$ cat src/design/apc_pkg.sv
// Notes on behaviour
// - Under-voltage select bit 7 low enables the supply detector, high disables it.
// - Enabled detector with supply below trip level fades audio, then drive off.
// - Trip code 0..5 gives 4/8.2/9.7/13.2/15.5/19.5 V; others mean 4 V.
// - Bit 5 over-supply, bit 6 low-supply: 0 fades, 1 cuts at once; the under-voltage cut here always fades first, whatever bit 6 holds.
// - State control 4 holds per-channel mix, clip, limit enables; 1 enables.
// - State control 4 bit 3: 0 stereo, 1 mono output.
// - Attack rate code is upper nibble of rate register, 3 to 0.0451 dB/ms.
// - Release rate code is lower nibble, 0.5106 to 0.0104 dB/ms.
// - Input above attack threshold lowers gain at attack rate.
// - Attack threshold is 24 bits from 0x10 top, 0x11 middle, 0x12 bottom.
// - Threshold 0x200000 means 0 dB.
// - Clip level is 24 bits from 0x13 top to 0x15 bottom; 0x200000 is 0 dB.
// - Levels are unsigned 3.21 fixed point; 0x200000 is unity.
package apc_pkg;
    // ********************************
    // Register offsets
    // ********************************
    localparam logic [7:0] APC_ADDR_UV    = 8'h06;
    localparam logic [7:0] APC_ADDR_SC4   = 8'h07;
    localparam logic [7:0] APC_ADDR_RATE  = 8'h08;
    localparam logic [7:0] APC_ADDR_THR_T = 8'h10;
    localparam logic [7:0] APC_ADDR_THR_M = 8'h11;
    localparam logic [7:0] APC_ADDR_THR_B = 8'h12;
    localparam logic [7:0] APC_ADDR_CLP_T = 8'h13;
    localparam logic [7:0] APC_ADDR_CLP_M = 8'h14;
    localparam logic [7:0] APC_ADDR_CLP_B = 8'h15;
    // ********************************
    // Field positions
    // ********************************
    localparam int APC_UV_DIS_BIT    = 7;
    localparam int APC_LV_NOFADE_BIT = 6;
    localparam int APC_OV_NOFADE_BIT = 5;
    localparam int APC_SC4_MIX1_BIT  = 7;
    localparam int APC_SC4_MIX2_BIT  = 6;
    localparam int APC_SC4_CLIP1_BIT = 5;
    localparam int APC_SC4_LIM1_BIT  = 4;
    localparam int APC_SC4_MONO_BIT  = 3;
    localparam int APC_SC4_CLIP2_BIT = 2;
    localparam int APC_SC4_LIM2_BIT  = 1;
    // ********************************
    // Reset values and masks
    // ********************************
    localparam logic [7:0]  APC_UV_RST    = 8'h00;
    localparam logic [7:0]  APC_UV_MASK   = 8'hE7;
    localparam logic [7:0]  APC_SC4_RST   = 8'h00;
    localparam logic [7:0]  APC_SC4_MASK  = 8'hFE;
    localparam logic [7:0]  APC_RATE_RST  = 8'h00;
    localparam logic [23:0] APC_UNITY     = 24'h200000;
    // Last fade count before the drive is cut
    localparam logic [3:0]  APC_FADE_LAST = 4'hF;
    // Trip levels in millivolts
    localparam logic [15:0] APC_TRIP_MV0  = 16'h0FA0;
    localparam logic [15:0] APC_TRIP_MV1  = 16'h2008;
    localparam logic [15:0] APC_TRIP_MV2  = 16'h25E4;
    localparam logic [15:0] APC_TRIP_MV3  = 16'h3390;
    localparam logic [15:0] APC_TRIP_MV4  = 16'h3C8C;
    localparam logic [15:0] APC_TRIP_MV5  = 16'h4C2C;
endpackage

$ cat src/design/apc_lvl_if.sv
`timescale 1ns/1ps
// Coherent 24-bit level update between register bank and shadow
interface apc_lvl_if;
    logic        wr;
    logic [1:0]  sel;
    logic [7:0]  data;
    logic [23:0] level;
    modport bank   (output wr, output sel, output data, input level);
    modport shadow (input wr, input sel, input data, output level);
endinterface

$ cat src/design/apc_level_shadow.sv
`timescale 1ns/1ps
// Staged 24-bit level: bytes gather, bottom byte commits all three
module apc_level_shadow
    import apc_pkg::*;
(
    input  wire logic clock,
    input  wire logic rst_b,
    apc_lvl_if.shadow lv
);
    logic [7:0]  hi_reg;
    logic [7:0]  mid_reg;
    logic [23:0] level_reg;

    // ********************************
    // Staging and commit
    // ********************************
    always_ff @(posedge clock) begin
        if (!rst_b) begin
            hi_reg    <= APC_UNITY[23:16];
            mid_reg   <= APC_UNITY[15:8];
            level_reg <= APC_UNITY;
        end else if (lv.wr) begin
            if (lv.sel == 2'h0) begin
                hi_reg <= lv.data;
            end else if (lv.sel == 2'h1) begin
                mid_reg <= lv.data;
            end else begin
                level_reg <= {hi_reg, mid_reg, lv.data};
            end
        end
    end

    assign lv.level = level_reg;
endmodule

$ cat src/design/apc_regs.sv
`timescale 1ns/1ps
module apc_regs
    import apc_pkg::*;
(
    input  wire logic        clock,
    input  wire logic        rst_b,
    input  wire logic        reg_wr,
    input  wire logic [7:0]  reg_addr,
    input  wire logic [7:0]  reg_wdata,
    output logic      [7:0]  reg_rdata,
    output logic             power_stage_uv_enable,
    output logic      [15:0] power_stage_trip_mv,
    output logic             power_stage_uv_cut,
    output logic             low_supply_fade_off,
    output logic             over_supply_fade_off,
    output logic             ch1_mix_enable,
    output logic             ch2_mix_enable,
    output logic             ch1_clip_enable,
    output logic             ch2_clip_enable,
    output logic             ch1_power_limit_enable,
    output logic             ch2_power_limit_enable,
    output logic             mono_select,
    output logic      [3:0]  drc_attack_rate_code,
    output logic      [3:0]  drc_release_rate_code,
    output logic      [23:0] drc_threshold,
    output logic      [23:0] clip_level,
    output logic             drc_attack_active,
    input  wire logic        power_stage_below_trip,
    input  wire logic        input_rms_above
);
    typedef enum logic [2:0] {
        APC_UV_IDLE = 3'b001,
        APC_UV_FADE = 3'b010,
        APC_UV_OFF  = 3'b100
    } apc_uv_state_t;

    logic [7:0]    hv_undervoltage_select_reg;
    logic [7:0]    state_control_four_reg;
    logic [7:0]    drc_attack_release_rate_reg;
    logic [7:0]    rdata_next;
    logic [15:0]   trip_next;
    apc_uv_state_t uv_state_reg;
    logic [3:0]    fade_cnt_reg;
    logic          below_s1_reg;
    logic          below_s2_reg;
    logic          rms_s1_reg;
    logic          rms_s2_reg;
    logic [7:0]    thr_t_reg;
    logic [7:0]    thr_m_reg;
    logic [7:0]    thr_b_reg;
    logic [7:0]    clp_t_reg;
    logic [7:0]    clp_m_reg;
    logic [7:0]    clp_b_reg;

    apc_lvl_if thr_if ();
    apc_lvl_if clp_if ();

    // ********************************
    // Trip level decode
    // ********************************
    function automatic logic [15:0] trip_mv(input logic [2:0] code);
        case (code)
            3'h1:    trip_mv = APC_TRIP_MV1;
            3'h2:    trip_mv = APC_TRIP_MV2;
            3'h3:    trip_mv = APC_TRIP_MV3;
            3'h4:    trip_mv = APC_TRIP_MV4;
            3'h5:    trip_mv = APC_TRIP_MV5;
            default: trip_mv = APC_TRIP_MV0;
        endcase
    endfunction

    // ********************************
    // Control registers
    // ********************************
    always_ff @(posedge clock) begin
        if (!rst_b) begin
            hv_undervoltage_select_reg  <= APC_UV_RST;
            state_control_four_reg      <= APC_SC4_RST;
            drc_attack_release_rate_reg <= APC_RATE_RST;
        end else if (reg_wr) begin
            if (reg_addr == APC_ADDR_UV) begin
                hv_undervoltage_select_reg <= reg_wdata & APC_UV_MASK;
            end else if (reg_addr == APC_ADDR_SC4) begin
                state_control_four_reg <= reg_wdata & APC_SC4_MASK;
            end else if (reg_addr == APC_ADDR_RATE) begin
                drc_attack_release_rate_reg <= reg_wdata;
            end
        end
    end

    // Level byte readback copies
    always_ff @(posedge clock) begin
        if (!rst_b) begin
            thr_t_reg <= APC_UNITY[23:16];
            thr_m_reg <= APC_UNITY[15:8];
            thr_b_reg <= APC_UNITY[7:0];
            clp_t_reg <= APC_UNITY[23:16];
            clp_m_reg <= APC_UNITY[15:8];
            clp_b_reg <= APC_UNITY[7:0];
        end else if (reg_wr) begin
            if (reg_addr == APC_ADDR_THR_T) begin
                thr_t_reg <= reg_wdata;
            end else if (reg_addr == APC_ADDR_THR_M) begin
                thr_m_reg <= reg_wdata;
            end else if (reg_addr == APC_ADDR_THR_B) begin
                thr_b_reg <= reg_wdata;
            end else if (reg_addr == APC_ADDR_CLP_T) begin
                clp_t_reg <= reg_wdata;
            end else if (reg_addr == APC_ADDR_CLP_M) begin
                clp_m_reg <= reg_wdata;
            end else if (reg_addr == APC_ADDR_CLP_B) begin
                clp_b_reg <= reg_wdata;
            end
        end
    end

    // ********************************
    // Coherent 24-bit levels
    // ********************************
    always_comb begin
        thr_if.wr   = reg_wr && (reg_addr >= APC_ADDR_THR_T) && (reg_addr <= APC_ADDR_THR_B);
        thr_if.sel  = 2'(reg_addr - APC_ADDR_THR_T);
        thr_if.data = reg_wdata;
        clp_if.wr   = reg_wr && (reg_addr >= APC_ADDR_CLP_T) && (reg_addr <= APC_ADDR_CLP_B);
        clp_if.sel  = 2'(reg_addr - APC_ADDR_CLP_T);
        clp_if.data = reg_wdata;
    end

    apc_level_shadow u_thr (
        .clock (clock),
        .rst_b (rst_b),
        .lv    (thr_if.shadow)
    );

    apc_level_shadow u_clp (
        .clock (clock),
        .rst_b (rst_b),
        .lv    (clp_if.shadow)
    );

    // ********************************
    // Read mux
    // ********************************
    always_comb begin
        if (reg_addr == APC_ADDR_UV) begin
            rdata_next = hv_undervoltage_select_reg;
        end else if (reg_addr == APC_ADDR_SC4) begin
            rdata_next = state_control_four_reg;
        end else if (reg_addr == APC_ADDR_RATE) begin
            rdata_next = drc_attack_release_rate_reg;
        end else if (reg_addr == APC_ADDR_THR_T) begin
            rdata_next = thr_t_reg;
        end else if (reg_addr == APC_ADDR_THR_M) begin
            rdata_next = thr_m_reg;
        end else if (reg_addr == APC_ADDR_THR_B) begin
            rdata_next = thr_b_reg;
        end else if (reg_addr == APC_ADDR_CLP_T) begin
            rdata_next = clp_t_reg;
        end else if (reg_addr == APC_ADDR_CLP_M) begin
            rdata_next = clp_m_reg;
        end else if (reg_addr == APC_ADDR_CLP_B) begin
            rdata_next = clp_b_reg;
        end else begin
            rdata_next = 8'h00;
        end
        trip_next = trip_mv(hv_undervoltage_select_reg[2:0]);
    end

    // ********************************
    // Input synchronisers
    // ********************************
    always_ff @(posedge clock) begin
        if (!rst_b) begin
            below_s1_reg <= 1'b0;
            below_s2_reg <= 1'b0;
            rms_s1_reg   <= 1'b0;
            rms_s2_reg   <= 1'b0;
        end else begin
            below_s1_reg <= power_stage_below_trip;
            below_s2_reg <= below_s1_reg;
            rms_s1_reg   <= input_rms_above;
            rms_s2_reg   <= rms_s1_reg;
        end
    end

    // ********************************
    // Under-voltage fade then cut
    // ********************************
    always_ff @(posedge clock) begin
        if (!rst_b) begin
            uv_state_reg <= APC_UV_IDLE;
            fade_cnt_reg <= 4'h0;
        end else begin
            case (uv_state_reg)
                APC_UV_IDLE: begin
                    fade_cnt_reg <= 4'h0;
                    if (!hv_undervoltage_select_reg[APC_UV_DIS_BIT] && below_s2_reg) begin
                        uv_state_reg <= APC_UV_FADE;
                    end
                end
                APC_UV_FADE: begin
                    fade_cnt_reg <= fade_cnt_reg + 4'h1;
                    if (hv_undervoltage_select_reg[APC_UV_DIS_BIT] || !below_s2_reg) begin
                        uv_state_reg <= APC_UV_IDLE;
                    end else if (fade_cnt_reg == APC_FADE_LAST) begin
                        uv_state_reg <= APC_UV_OFF;
                    end
                end
                APC_UV_OFF: begin
                    if (hv_undervoltage_select_reg[APC_UV_DIS_BIT] || !below_s2_reg) begin
                        uv_state_reg <= APC_UV_IDLE;
                    end
                end
                default: uv_state_reg <= APC_UV_IDLE;
            endcase
        end
    end

    // ********************************
    // Registered outputs
    // ********************************
    always_ff @(posedge clock) begin
        if (!rst_b) begin
            reg_rdata              <= 8'h00;
            power_stage_uv_enable  <= !APC_UV_RST[APC_UV_DIS_BIT];
            power_stage_trip_mv    <= APC_TRIP_MV0;
            power_stage_uv_cut     <= 1'b0;
            low_supply_fade_off    <= 1'b0;
            over_supply_fade_off   <= 1'b0;
            ch1_mix_enable         <= 1'b0;
            ch2_mix_enable         <= 1'b0;
            ch1_clip_enable        <= 1'b0;
            ch2_clip_enable        <= 1'b0;
            ch1_power_limit_enable <= 1'b0;
            ch2_power_limit_enable <= 1'b0;
            mono_select            <= 1'b0;
            drc_attack_rate_code   <= 4'h0;
            drc_release_rate_code  <= 4'h0;
            drc_threshold          <= APC_UNITY;
            clip_level             <= APC_UNITY;
            drc_attack_active      <= 1'b0;
        end else begin
            reg_rdata              <= rdata_next;
            power_stage_uv_enable  <= !hv_undervoltage_select_reg[APC_UV_DIS_BIT];
            power_stage_trip_mv    <= trip_next;
            power_stage_uv_cut     <= (uv_state_reg == APC_UV_OFF);
            low_supply_fade_off    <= hv_undervoltage_select_reg[APC_LV_NOFADE_BIT];
            over_supply_fade_off   <= hv_undervoltage_select_reg[APC_OV_NOFADE_BIT];
            ch1_mix_enable         <= state_control_four_reg[APC_SC4_MIX1_BIT];
            ch2_mix_enable         <= state_control_four_reg[APC_SC4_MIX2_BIT];
            ch1_clip_enable        <= state_control_four_reg[APC_SC4_CLIP1_BIT];
            ch2_clip_enable        <= state_control_four_reg[APC_SC4_CLIP2_BIT];
            ch1_power_limit_enable <= state_control_four_reg[APC_SC4_LIM1_BIT];
            ch2_power_limit_enable <= state_control_four_reg[APC_SC4_LIM2_BIT];
            mono_select            <= state_control_four_reg[APC_SC4_MONO_BIT];
            drc_attack_rate_code   <= drc_attack_release_rate_reg[7:4];
            drc_release_rate_code  <= drc_attack_release_rate_reg[3:0];
            drc_threshold          <= thr_if.level;
            clip_level             <= clp_if.level;
            drc_attack_active      <= rms_s2_reg;
        end
    end
endmodule

$ cat config.mk
export PLATFORM = sky130hd
export DESIGN_NAME = apc_regs
export DESIGN_NICKNAME = d
export VERILOG_FILES = /design/src/design/apc_pkg.sv /design/src/design/apc_lvl_if.sv /design/src/design/apc_level_shadow.sv /design/src/design/apc_regs.sv
export SDC_FILE = /design/constraint.sdc
export NUM_CORES = 1
export LEC_CHECK = 0
export ABC_AREA = 1
export BUFFER_PORTS_ARGS = -buffer_cell sky130_fd_sc_hd__clkbuf_2
export CELL_PAD_IN_SITES_DETAIL_PLACEMENT = 1
export CELL_PAD_IN_SITES_GLOBAL_PLACEMENT = 2
export CORE_MARGIN = 1.5
export CORE_UTILIZATION = 34
export CTS_BUF_LIST = sky130_fd_sc_hd__clkbuf_16
export CTS_CLUSTER_DIAMETER = 100
export DETAILED_ROUTE_END_ITERATION = 8
export MAX_ROUTING_LAYER = met4
export PLACE_DENSITY = 0.91
export SYNTH_ARGS = -nofsm -noshare
export SYNTH_HDL_FRONTEND = slang
export SYNTH_SLANG_ARGS = --single-unit
$ cat constraint.sdc
create_clock -name clock -period 2.65 [get_ports clock]
set_clock_uncertainty 0.1 [all_clocks]
set_input_delay 0.3975 -clock clock [delete_from_list [all_inputs] [get_ports clock]]
set_output_delay 0.3975 -clock clock [all_outputs]
set_load 0.02 [all_outputs]
==> reports/metrics.cfg <==
[floorplanning]
start_util_pct=34.88
num_rows=59
ios=113
die_area_mm2=0.02795
die_w_um=167.2
core_mm2=0.02628
fp.dieH_um=167.2

[grt]
grt_pass1_wl_um=41130
top_usage_layer=met2
grt_pass1_vias=7617
use_met3_pct=2.316
grtUsageTotal_pct=18.84
grt_max_degree=182
use_met2_pct=30.73
gr-usage-met1_pct=24.90
antenna_found_initial=0
grt.overflow.total=0

[detailed_routing]
vias_per_cell=4.781
vias=7683
routedWlPerCell_um=15.79
drt-pass1-iter-count=4
wl_um=25380
ant_nets=0
drt_iter0_drc=423
drcViolationCount=0

[synthesis]
synth_area_leaders=dfxtp_1 (54%), nand2_1 (9.5%), a21oi_1 (8.5%), inv_1 (7.1%), o21ai_0 (6.8%)
synth_seq_cells=249
yosys.area.top_type=dfxtp_1
syn_area_mm2=0.009166
yosysUniqueCellTypes=35
syn_inst=1151
synth_commonest_cells=dfxtp_1 (249), nand2_1 (231), inv_1 (173), a21oi_1 (156), o21ai_0 (124)
synth_edf_count=0
syn_area_per_cell_um2=7.964
yosysSeqAreaShare_pct=54.38
ys.flop_type=dfxtp_1
synth_most_common_cell=dfxtp_1
yosysTopAreaCellShare_pct=54.38
yosysWarnings=0
ys_async_sr_fraction_pct=0

[clock_network]
h-tree-depth=1
cts_tree=built
clockRootBuffer=clkbuf_16
cts.sinks=249
cts_setup_buffers=0
clock_latency_ns=0.54
cts_buffers=27
postCtsResizedCells=0
cts_hold_buf=2
max-clock-path-buffers=3
clkTransAtPathRegs_ns=0.06

[cells_and_area]
drive_gt1_share_pct=14.78
syn2layout_area_growth_pct=17.57
fin_nets=1283
diodes=0

[worst_setup_path]
crit_chain=clkbuf_2 -> inv_1 -> ha_1 -> inv_1 -> nor3_4 -> nor2_2 -> nand2_1 -> nor2_2 -> o21ai_0 -> a21oi_1
cp.arrival_ns=2.46
crit_path_start_kind=primary input
crit_required_ns=3.00
critPathKind=in2reg
slowest_stage=nor2_2
crit_fanout=15
end_kind=flop
cp_num_buf_inv=3
cp_slowest_stage_delay_ns=0.45
critPathTopFamily=simple AND/OR/NAND/NOR gates

[timing]
rsz0062_at_grt=no
worst_pin_slew_ns=0.6859
max_freq_mhz=475.6
finalSetupViolations=0
maxSlewHeadroom_pct=54.27
setup_tns_ns=0
hold_viol_final=0
slew_viol_final=0
fin_crit_sh_pct=79.35
fin_crit_ns=2.103

[place]
dp_hpwl_um=17300
place_congestion=0.8762
portBuffers=109

[power]
p_total_mw=7.332
power_density_mw_per_mm2=680.3
irDropWorstVdd_v=0.0004511
p_leak_nw=5.061

[hold_path]
hold_path_class=in2reg

[outcome]
status=complete, no violations

[job]
cap_viol_max_count=0

[worst paths after layout]
| path | to | startpoint | cells past startpoint | slack, ns |
|---|---|---|---|---|
| worst max-delay path | thr_b_reg[2]$_SDFFE_PN0P_ | reg_addr[0] | 10 | 0.55 |
| worst min-delay path | clp_t_reg[3]$_SDFFE_PN0P_ | reg_wdata[3] | 3 | 0.16 |
| worst max register to register | uv_state_reg[2]$_SDFFE_PN0P_ | uv_state_reg[1]$_SDFFE_PN0P_ | 7 | 0.98 |
| worst min register to register | clip_level[23]$_SDFF_PN0_ | u_clp.lv.level[23]$_SDFFE_PN0P_ | 2 | 0.32 |
[cell families (layout without fill, tap and decap cells)]
family	Yosys count	after routing	synth area share [%]
fa+ha+maj	9	9	1.229
simple gates	359	359	17.16
flops	249	249	54.38
buf+inv	242	361	10.80
other cells	1	3	0.04091
compound gates	291	291	16.39
[layout by cell type (no fill, tap or decap), types with 2 or more instances in the layout]
master           n
nand2_2          2
nor4_1           2
nor3_2           2
clkinv_2         2
nand4_1          4
ha_1             9
inv_2            7
nor2_2           7
o21ai_0        124
nand3_1         37
nor2_1          49
buf_4           14
o211ai_1         5
nor3_1           8
nand2_1        231
nand4_4          2
nand2_4          3
clkbuf_16       27
nand4_2          2
nand3b_1         4
dlygate4sd3_1    2
clkbuf_2       108
dfxtp_1        249
or2_2            4
inv_1          179
a21oi_1        156
buf_12           2
conb_1           3
clkinv_1        18
[worst register-to-register path: stages (launching register included)]
cell	delay (ns)
dfxtp_1	0.38
inv_1	0.06
nor3_1	0.31
inv_1	0.18
nor2_1	0.16
nand2_1	0.10
a32oi_1	0.21
nor2_1	0.05
[per-layer routing]
layer / routed length, µm / up-vias
met5: 0 / -
met4: 550 / 0
met3: 1011 / 41
met2: 11710 / 167
met1: 12110 / 3630
li1: - / 3845
[metrics by stage]
stage	instance area (µm²)	hold slack, ns	cells	setup WS, ns	util [%]
finish	10780	0.1594	1607	0.5472	41.01
floorplan	9174	0.2779	1153	0.5878	-
detailed placement	9991	0.3221	1557	0.09335	38.02
CTS	10780	0.1354	1607	0.5713	41.01
global placement	9991	0.2957	1557	0.1846	38.02
global route	10780	0.1689	1607	0.3367	41.01
[area by class of cell]
type	count	area, µm²
clock buffers	27	675.6
flip-flops and latches	249	4985
well taps	335	419.2
fillers	3204	15500
clock inverters	21	90.09
multi-input cells	662	3199
repair buffers	126	705.7
inverters	187	701.9
[power by group]
part | total [mW] | internal (mW) | leakage (nW) | switching, mW
Clock | 3.31 | 1.83 | 0.394 | 1.48
Combinational | 0.257 | 0.0555 | 2.66 | 0.202
Sequential | 3.77 | 3.76 | 2.01 | 0.00745
Note: power is estimated with default switching activity, not from simulation.
